File: src/include/sta_pkg.sv
// constants and types for the star tracker acquisition logic
package sta_pkg;
   // clock rate and hold time
   localparam int unsigned CLK_HZ      = 25_000_000;
   localparam int unsigned HOLD_S      = 7;
   localparam int unsigned HOLD_CYCLES = CLK_HZ * HOLD_S;
   localparam int unsigned FLYBACK_MS  = 10;
   localparam int unsigned FLYBACK_CYCLES = CLK_HZ / 1000 * FLYBACK_MS;
   localparam int unsigned CNT_W       = 28;

   // intensity scale: nominal target intensity is 100 counts
   localparam int unsigned INT_W       = 12;
   localparam logic [11:0] NOMINAL     = 12'h0064;
   // gate levels in hundredths of nominal
   localparam logic [11:0] LOW1_PCT    = 12'h0046;
   localparam logic [11:0] LOW2_PCT    = 12'h0023;
   localparam logic [11:0] LOW3_PCT    = 12'h0014;
   localparam logic [11:0] HIGH_PCT    = 12'h015E;

   // cone settings
   localparam logic [2:0] CONE_COUNT   = 3'h5;
   localparam logic [2:0] CONE_RESET   = 3'h2;

   // low gate level codes
   localparam logic [1:0] GATE_L1      = 2'h1;
   localparam logic [1:0] GATE_L2      = 2'h2;
   localparam logic [1:0] GATE_L3      = 2'h3;

   // clock bias selection driven to the deflection circuit
   typedef enum logic [1:0] {
      BIAS_SEARCH   = 2'b00,
      BIAS_TRACK    = 2'b01,
      BIAS_FLYBACK  = 2'b10,
      BIAS_OVERRIDE = 2'b11
   } sta_bias_e;

   // acquisition sequencer
   typedef enum logic [2:0] {
      ST_SEARCH  = 3'b000,
      ST_TRACK   = 3'b001,
      ST_FLYBACK = 3'b010,
      ST_SWEEP   = 3'b011,
      ST_BRIGHT  = 3'b100
   } sta_state_e;
endpackage

File: src/verilog/sta_acq.sv
// star tracker clock bias, cone step, gating and acquired-signal logic
//
// Operation
// - flyback or override bias beats tracking and search bias.
// - search bias applies only with no hard bias and no tracking.
// - cone position takes one of five discrete settings only.
// - with a star tracked and no hard bias, tracking bias governs clock.
// - roll search applies search bias, field at plus clock edge.
// - roll override drives field to plus edge, starting roll search.
// - flyback bias holds field against the minus clock edge.
// - flyback-and-sweep is flyback bias, then search bias sweeping plus-ward.
// - losing the tracked target starts flyback-and-sweep automatically.
// - before acquisition, target needs intensity above low and below high gate.
// - low gate levels 1..3 are 0.7, 0.35, 0.2 nominal; level 1 default.
// - high gate 3.5 nominal before acquisition, removed once acquired.
// - once acquired, signal holds while intensity stays above low gate.
// - after falling below low gate, acquired holds 7 s through flyback and sweep.
// - no reacquisition within 7 s drops acquired; roll search follows.
// - bright object after acquisition is tracked, then flyback-and-sweep.
// - with no star in field, roll error reflects fixed search bias.
// - tracking demodulator enabled only after target declared acquired.
`timescale 1ns/100ps
module sta_acq (
   // clock and reset
   input  wire logic        ref_clk,
   input  wire logic        srst,
   // star intensity from the analog chain, same clock domain
   input  wire logic [11:0] star_intensity,
   input  wire logic        star_in_field,
   // commands from the attitude control unit
   input  wire logic        roll_override_req,
   input  wire logic [1:0]  low_gate_sel,
   input  wire logic        cone_step_up,
   input  wire logic        cone_step_down,
   // clock bias and cone control
   output logic [1:0]       clock_bias_sel,
   output logic             flyback_bias_on,
   output logic             override_bias_on,
   output logic             search_bias_on,
   output logic             demod_enable,
   output logic             roll_error_from_search,
   output logic [2:0]       cone_position,
   // status to the attitude control unit
   output logic             star_acquired,
   output logic             high_gate_enabled,
   output logic [1:0]       low_gate_level
);

   // gate threshold in intensity counts from hundredths of nominal
   function automatic logic [11:0] gate_counts(input logic [11:0] pct);
      logic [23:0] prod;
      prod = pct * sta_pkg::NOMINAL;
      return 12'(prod / 24'd100);
   endfunction

   // one step of the flyback and hold cycle counters
   function automatic logic [27:0] count_up(input logic [27:0] cnt);
      return cnt + 28'h000_0001;
   endfunction

   // low gate threshold for a level code, unknown codes fall back to level 1
   function automatic logic [11:0] low_gate_threshold(input logic [1:0] level);
      if (level == sta_pkg::GATE_L2) begin
         return gate_counts(sta_pkg::LOW2_PCT);
      end else if (level == sta_pkg::GATE_L3) begin
         return gate_counts(sta_pkg::LOW3_PCT);
      end
      return gate_counts(sta_pkg::LOW1_PCT);
   endfunction

   // tracking states, where the demodulator steers the field
   function automatic logic is_tracking(input sta_pkg::sta_state_e st);
      return (st == sta_pkg::ST_TRACK) || (st == sta_pkg::ST_BRIGHT);
   endfunction

   // clock bias by priority: override, flyback, tracking, then search
   function automatic sta_pkg::sta_bias_e pick_bias(input logic override_on,
                                                     input logic flyback_on,
                                                     input logic track_on);
      if (override_on) begin
         return sta_pkg::BIAS_OVERRIDE;
      end else if (flyback_on) begin
         return sta_pkg::BIAS_FLYBACK;
      end else if (track_on) begin
         return sta_pkg::BIAS_TRACK;
      end
      return sta_pkg::BIAS_SEARCH;
   endfunction

   // next cone setting; steps stop at both ends, opposing requests cancel
   function automatic logic [2:0] cone_step(input logic [2:0] pos,
                                            input logic       up,
                                            input logic       down);
      if (up && !down && pos < sta_pkg::CONE_COUNT - 3'h1) begin
         return pos + 3'h1;
      end else if (down && !up && pos != 3'h0) begin
         return pos - 3'h1;
      end
      return pos;
   endfunction

   // sequencer state and timers
   sta_pkg::sta_state_e state;
   sta_pkg::sta_state_e next_state;
   logic [27:0]         hold_cnt;
   logic [27:0]         next_hold_cnt;
   logic [27:0]         fly_cnt;
   logic [27:0]         next_fly_cnt;
   logic                hold_expired;
   logic                fly_done;

   // gate comparison
   logic [11:0]         low_thr;
   logic                above_low;
   logic                below_high;
   logic                in_gate;
   logic                target_lost;
   logic                bright_present;

   // next values of the registered outputs
   logic [1:0]          next_low_gate_level;
   logic [2:0]          next_cone_position;
   logic                next_star_acquired;
   logic                next_high_gate_enabled;
   logic [1:0]          next_clock_bias_sel;
   logic                next_flyback_bias_on;
   logic                next_override_bias_on;
   logic                next_search_bias_on;
   logic                next_demod_enable;
   logic                next_roll_error_from_search;

   always_comb begin
      low_thr        = low_gate_threshold(low_gate_level);
      above_low      = star_in_field && (star_intensity > low_thr);
      below_high     = star_intensity < gate_counts(sta_pkg::HIGH_PCT);
      in_gate        = above_low && below_high;
      target_lost    = !above_low;
      bright_present = !below_high;
   end

   // terminal counts of the flyback and hold timers
   always_comb begin
      // the hold runs from the first flyback cycle until the star is back or HOLD_CYCLES have passed
      hold_expired = (hold_cnt >= 28'(sta_pkg::HOLD_CYCLES - 1));
      fly_done     = (fly_cnt >= 28'(sta_pkg::FLYBACK_CYCLES - 1));
   end

   // low gate selection, code 0 falls back to level 1
   always_comb begin
      next_low_gate_level = low_gate_sel;
      if (low_gate_sel == 2'h0) begin
         next_low_gate_level = sta_pkg::GATE_L1;
      end
   end

   // sequencer, hold timer and status
   always_comb begin
      next_state             = state;
      next_hold_cnt          = hold_cnt;
      next_fly_cnt           = fly_cnt;
      next_star_acquired     = star_acquired;
      next_high_gate_enabled = high_gate_enabled;
      case (state)
         // roll search: wait for a star inside both gates
         sta_pkg::ST_SEARCH: begin
            next_star_acquired     = 1'b0;
            next_high_gate_enabled = 1'b1;
            if (in_gate && !roll_override_req) begin
               next_state             = sta_pkg::ST_TRACK;
               next_star_acquired     = 1'b1;
               next_high_gate_enabled = 1'b0;
            end
         end
         // tracking: loss starts flyback, a bright object is followed
         sta_pkg::ST_TRACK: begin
            next_hold_cnt = '0;
            if (target_lost) begin
               next_state   = sta_pkg::ST_FLYBACK;
               next_fly_cnt = '0;
            end else if (bright_present) begin
               next_state = sta_pkg::ST_BRIGHT;
            end
         end
         // bright object followed with the high gate removed
         sta_pkg::ST_BRIGHT: begin
            next_hold_cnt = '0;
            if (target_lost) begin
               next_state   = sta_pkg::ST_FLYBACK;
               next_fly_cnt = '0;
            end else if (!bright_present) begin
               next_state = sta_pkg::ST_TRACK;
            end
         end
         // flyback: field held at the minus edge, hold timer running
         sta_pkg::ST_FLYBACK: begin
            next_hold_cnt = count_up(hold_cnt);
            next_fly_cnt  = count_up(fly_cnt);
            if (hold_expired) begin
               next_state             = sta_pkg::ST_SEARCH;
               next_star_acquired     = 1'b0;
               next_high_gate_enabled = 1'b1;
            end else if (fly_done) begin
               next_state = sta_pkg::ST_SWEEP;
            end
         end
         // sweep: search bias moves the field back toward the plus edge
         sta_pkg::ST_SWEEP: begin
            next_hold_cnt = count_up(hold_cnt);
            if (above_low) begin
               next_state    = sta_pkg::ST_TRACK;
               next_hold_cnt = '0;
            end else if (hold_expired) begin
               next_state             = sta_pkg::ST_SEARCH;
               next_star_acquired     = 1'b0;
               next_high_gate_enabled = 1'b1;
            end
         end
         default: begin
            next_state = sta_pkg::ST_SEARCH;
         end
      endcase
      // override breaks lock at once and restarts roll search
      if (roll_override_req) begin
         next_state             = sta_pkg::ST_SEARCH;
         next_star_acquired     = 1'b0;
         next_high_gate_enabled = 1'b1;
      end
   end

   // clock bias priority
   always_comb begin
      next_flyback_bias_on  = (next_state == sta_pkg::ST_FLYBACK);
      next_override_bias_on = roll_override_req;
      next_demod_enable     = next_star_acquired &&
                              is_tracking(next_state);
      next_clock_bias_sel   = pick_bias(next_override_bias_on, next_flyback_bias_on,
                                        next_demod_enable);
      next_search_bias_on = (next_clock_bias_sel == sta_pkg::BIAS_SEARCH);
      next_roll_error_from_search = !star_in_field || next_search_bias_on;
   end

   // cone stepping among the five settings
   always_comb begin
      next_cone_position = cone_step(cone_position, cone_step_up,
                                     cone_step_down);
   end

   // low gate level register
   always_ff @(posedge ref_clk) begin
      if (srst) begin
         low_gate_level <= sta_pkg::GATE_L1;
      end else begin
         low_gate_level <= next_low_gate_level;
      end
   end

   // sequencer state and timers
   always_ff @(posedge ref_clk) begin
      if (srst) begin
         state    <= sta_pkg::ST_SEARCH;
         hold_cnt <= '0;
         fly_cnt  <= '0;
      end else begin
         state    <= next_state;
         hold_cnt <= next_hold_cnt;
         fly_cnt  <= next_fly_cnt;
      end
   end

   // acquisition status
   always_ff @(posedge ref_clk) begin
      if (srst) begin
         high_gate_enabled <= 1'b1;
         star_acquired     <= 1'b0;
      end else begin
         high_gate_enabled <= next_high_gate_enabled;
         star_acquired     <= next_star_acquired;
      end
   end

   // clock bias registers
   always_ff @(posedge ref_clk) begin
      if (srst) begin
         flyback_bias_on        <= 1'b0;
         override_bias_on       <= 1'b0;
         search_bias_on         <= 1'b1;
         clock_bias_sel         <= sta_pkg::BIAS_SEARCH;
         demod_enable           <= 1'b0;
         roll_error_from_search <= 1'b1;
      end else begin
         flyback_bias_on        <= next_flyback_bias_on;
         override_bias_on       <= next_override_bias_on;
         search_bias_on         <= next_search_bias_on;
         clock_bias_sel         <= next_clock_bias_sel;
         demod_enable           <= next_demod_enable;
         roll_error_from_search <= next_roll_error_from_search;
      end
   end

   // cone position register
   always_ff @(posedge ref_clk) begin
      if (srst) begin
         cone_position <= sta_pkg::CONE_RESET;
      end else begin
         cone_position <= next_cone_position;
      end
   end

endmodule

File: config.mk
export PLATFORM = sky130hd
export DESIGN_NAME = sta_acq
export DESIGN_NICKNAME = d
export VERILOG_FILES = /design/src/include/sta_pkg.sv /design/src/verilog/sta_acq.sv
export SDC_FILE = /design/constraint.sdc
export NUM_CORES = 1
export LEC_CHECK = 0
export ABC_AREA = 0
export BUFFER_PORTS_ARGS = -buffer_cell sky130_fd_sc_hd__buf_4
export CORE_ASPECT_RATIO = 0.6
export CORE_MARGIN = 2
export CORE_UTILIZATION = 35
export CTS_BUF_LIST = sky130_fd_sc_hd__clkbuf_2
export CTS_CLUSTER_SIZE = 14
export DETAILED_ROUTE_END_ITERATION = 7
export GPL_TIMING_DRIVEN = 0
export PLACE_DENSITY = 0.48
export SLEW_MARGIN = 0
export SYNTH_ARGS = -nofsm -noshare
export SYNTH_HDL_FRONTEND = slang
export SYNTH_SLANG_ARGS = --single-unit
File: constraint.sdc
create_clock -name ref_clk -period 4.2 [get_ports ref_clk]
set_input_delay 0 -clock ref_clk [delete_from_list [all_inputs] [get_ports ref_clk]]
set_output_delay 0 -clock ref_clk [all_outputs]
set_load 0.02 [all_outputs]
; After elaboration in Yosys (flattened, before gate mapping)
; Index checks and enable logic that the tools add are counted.
[totals]
elab_cells = 99
output_inout_bits = 14
ff_bits = 73
[classes]
n_reduce_logical = 26
magnitude_cmp = 5
add_sub_neg = 4
mux = 40
n_eq_ne = 11
[op_table]
columns = operator, count
row1 = one-hot mux 28 bit (3 select lines), 1
row2 = "adder 28 x 1 -> 28 bit, second input constant", 2
row3 = two-way mux 28 bit, 2
row4 = one-hot mux 28 bit (2 select lines), 1
row5 = two-way mux 12 bit, 3
row6 = two-way mux 3 bit, 12
row7 = "greater-or-equal comparator 28 x 18 -> 1 bit, second input constant", 1
row8 = "greater-or-equal comparator 28 bit, second input constant", 1
row9 = one-hot mux 3 bit (5 select lines), 1
row10 = two-way mux 1 bit, 14
row11 = greater-than comparator 12 bit, 1
row12 = "less-than comparator 12 x 9 -> 1 bit, second input constant", 1
row13 = "== test 3 x 2 -> 1 bit, second input constant", 3
row14 = nonzero test 3 bit, 3
row15 = logical AND 1 bit, 8
row16 = two-way mux 2 bit, 4
row17 = "== test 3 x 1 -> 1 bit, second input constant", 2
row18 = "== test 3 bit, second input constant", 2
row19 = one-hot mux 1 bit (3 select lines), 2
row20 = OR reduction 2 bit, 3
row21 = "== test 2 bit, second input constant", 2
row22 = logical NOT 1 bit, 4
row23 = logical NOT 2 bit, 2
row24 = "inequality test 2 bit, second input constant", 2
row25 = 7 further kinds, 9

; Longest topological paths before layout
[depth]
depth_word = 20
mapped_depth = 12
ltp_nobuf = 10

; Worst setup path before layout
; OpenSTA, ideal clock, no wires.
[synth_timing]
kind = register to register
start = register low_gate_level[1]
end = register hold_cnt[17]
path_stages_with_launch = 11
n_path_buf = 2
path_slack_ps = 1754
synth_period_minus_slack_ps = 2446
arrival_time_ps = 2375
cell_sequence = dfxtp_1 -> nand2b_1 -> ha_1 -> a21o_1 -> a211oi_2 -> a211oi_1 -> or2_1 -> buf_6 -> buf_6 -> or3_1 -> a21oi_1
[synth_between]
elab_chain_len = 8
[synth_lines]
columns = item, line_no
row1 = "start, declared", sta_acq.sv:46  ; output logic [1:0] low_gate_level
row2 = "start signal, assigned", sta_acq.sv:251  ; low_gate_level <= sta_pkg::GATE_L1;
row3 = "start signal, assigned", sta_acq.sv:253  ; low_gate_level <= next_low_gate_level;
row4 = == test 2 bit, sta_acq.sv:65  ; end else if (level == sta_pkg::GATE_L3) begin
row5 = two-way mux 1 bit, sta_acq.sv:65
row6 = two-way mux 1 bit, sta_acq.sv:63  ; if (level == sta_pkg::GATE_L2) begin
row7 = two-way mux 12 bit (*), sta_acq.sv:68  ; return gate_counts(sta_pkg::LOW1_PCT);
row8 = greater-than comparator 12 bit (*), sta_acq.sv:134  ; above_low = star_in_field && (star_intensity > low_thr);
row9 = logical AND 1 bit (*), sta_acq.sv:134
row10 = two-way mux 28 bit (*), sta_acq.sv:209  ; if (above_low) begin
row11 = one-hot mux 28 bit (3 select lines) (*), sta_acq.sv:163  ; case (state)
row12 = "end signal, assigned", sta_acq.sv:265  ; hold_cnt <= next_hold_cnt;
row13 = "end, declared", sta_acq.sv:105  ; logic [27:0] hold_cnt;
; Mark *: on every way between the ends. The rest lies on a longest branch, timed or not.
; A chain may end at the register's enable or synchronous reset.

; Worst setup path after layout
[layout_timing]
start = register low_gate_level[0]
end = register roll_error_from_search
[layout_between]
elab_chain_len = 20
[layout_lines]
columns = item, line_no
row1 = == test 2 bit, sta_acq.sv:65
row2 = two-way mux 1 bit, sta_acq.sv:65
row3 = two-way mux 1 bit, sta_acq.sv:63
row4 = two-way mux 12 bit (*), sta_acq.sv:68
row5 = greater-than comparator 12 bit (*), sta_acq.sv:134
row6 = logical AND 1 bit (*), sta_acq.sv:134
row7 = logical AND 1 bit, sta_acq.sv:136  ; in_gate = above_low && below_high;
row8 = logical AND 1 bit, sta_acq.sv:168  ; if (in_gate && !roll_override_req) begin
row9 = [4 not listed], -
row10 = logical OR 1 bit, sta_acq.sv:73  ; return (st == sta_pkg::ST_TRACK) || (st == sta_pkg::ST_BRIGHT);
row11 = logical AND 1 bit, sta_acq.sv:234  ; next_demod_enable = next_star_acquired &&
row12 = two-way mux 1 bit, sta_acq.sv:84  ; end else if (track_on) begin
row13 = two-way mux 1 bit, sta_acq.sv:82  ; end else if (flyback_on) begin
row14 = two-way mux 1 bit, sta_acq.sv:80  ; if (override_on) begin
row15 = two-way mux 2 bit (*), sta_acq.sv:87  ; return sta_pkg::BIAS_SEARCH;
row16 = logical NOT 2 bit (*), sta_acq.sv:238  ; next_search_bias_on = (next_clock_bias_sel == sta_pkg::BIAS_SEARCH);
row17 = logical OR 1 bit (*), sta_acq.sv:239  ; next_roll_error_from_search = !star_in_field || next_search_bias_on;
row18 = "end signal, assigned", sta_acq.sv:296  ; roll_error_from_search <= next_roll_error_from_search;
row19 = "end, declared", sta_acq.sv:41  ; output logic roll_error_from_search,
; Marked as above.

==> metrics list <==
* Post-layout worst setup margin: between 1 and 1.5 ns
- Setup repair after global routing missed its margin: no
- When the netlist entered floorplanning its net count stood at 540.
- The worst setup path is captured at a register.
- In the routed layout, each cell is associated on average with a via count of between 5 and 6.
- Of all nets on the critical path, the largest fanout is 6.
- CTS tree: built
- For the pin with the worst max-slew slack, the measured transition is ~1.2 ns.
- Fill cells: ~1.2k
* Sort of element at the start of the critical path: register
- Most common cell in the synthesized netlist: sky130_fd_sc_hd__dfxtp_1
- Maximum number of pins on one net before global-route repair: 14
- Synthesis-stage register bit count: 73
- Area of the mapped netlist: roughly 0.0041 mm2
- Number of buffer cells added on primary ports: 33
- Fraction of the cycle the final worst path needs: between 70% and 80%
- Data arrives at the worst endpoint at around 3.7 ns.
* Final net count: roughly 600
* Worst skew pair latency: between 0.5 and 0.6 ns
* Starting Density: a little over a third
- The multi-input combinational cells in the finished layout cover a total of ~0.0024 mm2.
* Number of antenna diodes: 0
* Share of Yosys cell area claimed by the top area cell type: a little over a third
- Number of enable flip-flop cells after synthesis: 0
- Average size of a mapped cell: ~8 um2
- STA puts the critical path data required time at between 4 and 5 ns.
* Die Outline Area: between 0.01 and 0.015 mm2
- DRC violation count after routing: 0
- Clock Sink Count: 73
* Number of H-tree branching levels: 3
- Vias in the first global route: about 3.6k
- Root cell of the clock tree: sky130_fd_sc_hd__clkbuf_2
* Most used routing layer in global routing: met1
- The clock passes through at most 2 buffers.
* Ports placed on the boundary: 34
- Global routing finished with a remaining overflow of 0.
- Total via count in the routed design: 4,019
- Worst hold margin: 0.108 ns
- Aggregate global-route resource usage: 19.5%
* Pins Over Slew Limit: 0
* First-pass GRT wire length: between 15 and 20 mm
- Maximum vdd drop: between 0.0001 and 0.00015 V
- Detailed-router iteration count before antenna repair: 5
- Prior to clock tree synthesis, the placed netlist has a worst setup slack of ~1.5 ns.
- Power Density: around 260 mW/mm2
* Sequential standard cell area: between 0.001 and 0.0015 mm2
- For this run, global-route usage on met3 was measured as 5.41%.
- Max Clock Freq: approximately 320 MHz
- For this run, global-route usage on met1 was measured as 30.8%.
- After clock tree synthesis, the setup repair step added 0 buffers.
- Max-cap violations in this run came to 0.
* Result of the run: finished, final reports clean
- Core Rows: 30
- Measured along the y axis, the die boundary spans ~88 um.
- In this run the remaining antenna-violating nets after routing total 0.
* Count of endpoints failing hold in the final timing report: 0
* Cell type with the largest total area after synthesis: sky130_fd_sc_hd__dfxtp_1
* Synthesis-to-layout area growth: 17.3%
* Setup slack on the worst flop-to-flop path: ~1 ns
- Number of buffers inserted during clock tree synthesis: 9
* Max incr delay on CP: about 0.55 ns
- Worst path cell trace: nand2b_1 > inv_1 > ha_1 > a211oi_1 > a21o_1 > a31oi_2 > o221ai_2 > and2_2 > a211oi_2 > o21ai_1 > dlygate4sd3_1
- Horizontal extent of the die: around 140 um
* Normalized max-slew margin: ~22%
- Kind of critical path: reg2reg
* Leakage power of the design: approximately 1.6 nW
- Ranked by total cell area, the synthesized netlist is headed by sky130_fd_sc_hd__dfxtp_1, sky130_fd_sc_hd__nor2_1, sky130_fd_sc_hd__a21oi_1.
- The number of antenna violations at the first check in global routing was 0.
- The slowest stage of the critical path is the sky130_fd_sc_hd__dlygate4sd3_1 cell.
* Shortest clock period the worst path allows after layout: approximately 3.2 ns
- Sequential element share of the synthesized area: 35.9%
- Final setup vio count: 0
* Fraction of registers with async set/reset: 0%
- The floorplan step defined a core boundary enclosing approximately 0.011 mm2.
- Met2 Resource Use GR: around a quarter
- The tightest min-delay check is of the in2reg type.
- Summed over all layers, the routed wires come to 11.7 mm.
- Synthesis instantiated slightly below 70 different standard cells from the library.
* Total negative slack for setup checks: 0 ns
- Average wire per standard cell: 15.9 um
- Fraction of layout cells with a size suffix above 1: between 10% and 20%
- During synthesis, Yosys emitted a total of 0 warnings.
- After clock tree synthesis, the clock-pin slew on the worst setup and hold paths is 0.22 ns.
* Cell types with the highest counts after synthesis: sky130_fd_sc_hd__dfxtp_1, sky130_fd_sc_hd__nor2_1, sky130_fd_sc_hd__nand2_1
- Summed over all nets, the half-perimeter wirelength after detailed placement is between 8 and 9 mm.
* Post-synth top flop: sky130_fd_sc_hd__dfxtp_1
- DR iter-0 viols: 345
* Maximum clock skew at final layout: 0.0261 ns
- Post-Synthesis Cells: ~500
- Final GP Congestion: 0.890
## cells in the final DEF (no fill, tap or decap), types with 5 or more instances in the layout
| cell | instances |
|---|---|
| sky130_fd_sc_hd__a21o_1 | 6 |
| sky130_fd_sc_hd__a21oi_1 | 43 |
| sky130_fd_sc_hd__a311oi_1 | 8 |
| sky130_fd_sc_hd__and3_1 | 14 |
| sky130_fd_sc_hd__buf_2 | 6 |
| sky130_fd_sc_hd__buf_4 | 34 |
| sky130_fd_sc_hd__clkbuf_1 | 14 |
| sky130_fd_sc_hd__clkbuf_2 | 9 |
| sky130_fd_sc_hd__dfxtp_1 | 73 |
| sky130_fd_sc_hd__dlygate4sd3_1 | 14 |
| sky130_fd_sc_hd__ha_1 | 8 |
| sky130_fd_sc_hd__inv_1 | 11 |
| sky130_fd_sc_hd__nand2_1 | 47 |
| sky130_fd_sc_hd__nand2b_1 | 6 |
| sky130_fd_sc_hd__nand3_1 | 37 |
| sky130_fd_sc_hd__nand3b_1 | 11 |
| sky130_fd_sc_hd__nand4_1 | 9 |
| sky130_fd_sc_hd__nor2_1 | 63 |
| sky130_fd_sc_hd__nor3_1 | 16 |
| sky130_fd_sc_hd__nor4_1 | 7 |
| sky130_fd_sc_hd__o21a_1 | 10 |
| sky130_fd_sc_hd__o21ai_0 | 24 |
| sky130_fd_sc_hd__o21ai_1 | 6 |
| sky130_fd_sc_hd__or3_1 | 9 |
| sky130_fd_sc_hd__xnor2_1 | 5 |
## worst paths after layout
check	start	to	depth (start not counted)
max reg2reg	low_gate_level[0]	roll_error_from_search	11
min reg2reg	fly_cnt[22]	fly_cnt[22]	2
max	low_gate_level[0]	roll_error_from_search	11
min	star_intensity[8]	state[1]	6
## worst max-delay path, delay by kind of cell, from the launching register on
| kind | cells | cell delay, ns |
|---|---|---|
| AOI/OAI and AO/OA | 6 | 1.35 |
| buffers and inverters | 2 | 0.62 |
| and+or+nand+nor | 2 | 0.41 |
| DFF | 1 | 0.40 |
| adders and majority gates | 1 | 0.32 |
## state kept, by name (all words and copies together), names as in the netlist, 2 cells and up
signal          cells
state               3
clock_bias_sel      2
low_gate_level      2
cone_position       3
hold_cnt           28
fly_cnt            28
## power breakdown
group / switching, W / internal (W)
registers: 0.00000826 / 0.000703
clock network: 0.000276 / 0.000136
logic: 0.0000636 / 0.0000574
## cells by family (layout without fill, tap and decap cells)
family	after synthesis	count (layout)	share of synthesized area [%]
and+or+nand+nor	254	254	33.9
AOI/OAI and AO/OA	130	130	20.9
DFF	73	73	35.9
buffers and inverters	36	99	4.33
adders and majority gates	9	9	2.95
xor gates and xnor gates	7	7	1.50
muxes	2	2	0.553
## timing repair
| action | in CTS | in global routing |
|---|---|---|
| hold buffers | 14 | 0 |
| endpoints found under the hold margin | 17 | 0 |
| gates resized for setup | 0 | 0 |
## metal layers
layer	part of all wire, %	vias up
met2	38	132
li1	-	1986
met3	6.5	13
met5	0	-
met1	55	1888
met4	0.84	0
## per-stage QoR
step                power, W  area, um2  util [%]  std cells
floorplan           0.000783       4080         -        511
global placement    0.000829       4520      39.9        704
detailed placement  0.000832       4520      39.9        704
CTS                  0.00126       4780      42.2        734
global route         0.00130       4780      42.2        734
finish               0.00124       4780      42.2        734
## final cells by class
class | count | area share, %
Buffer | 25 | 2.83
Clock buffer | 9 | 0.942
Clock inverter | 7 | 1.49
Inverter | 11 | 0.864
Multi-Input combinational cell | 402 | 51.0
Sequential cell | 73 | 30.6
Tap cell | 160 | 4.19
Timing Repair Buffer | 47 | 8.12
(Power assumes the default switching activity.)
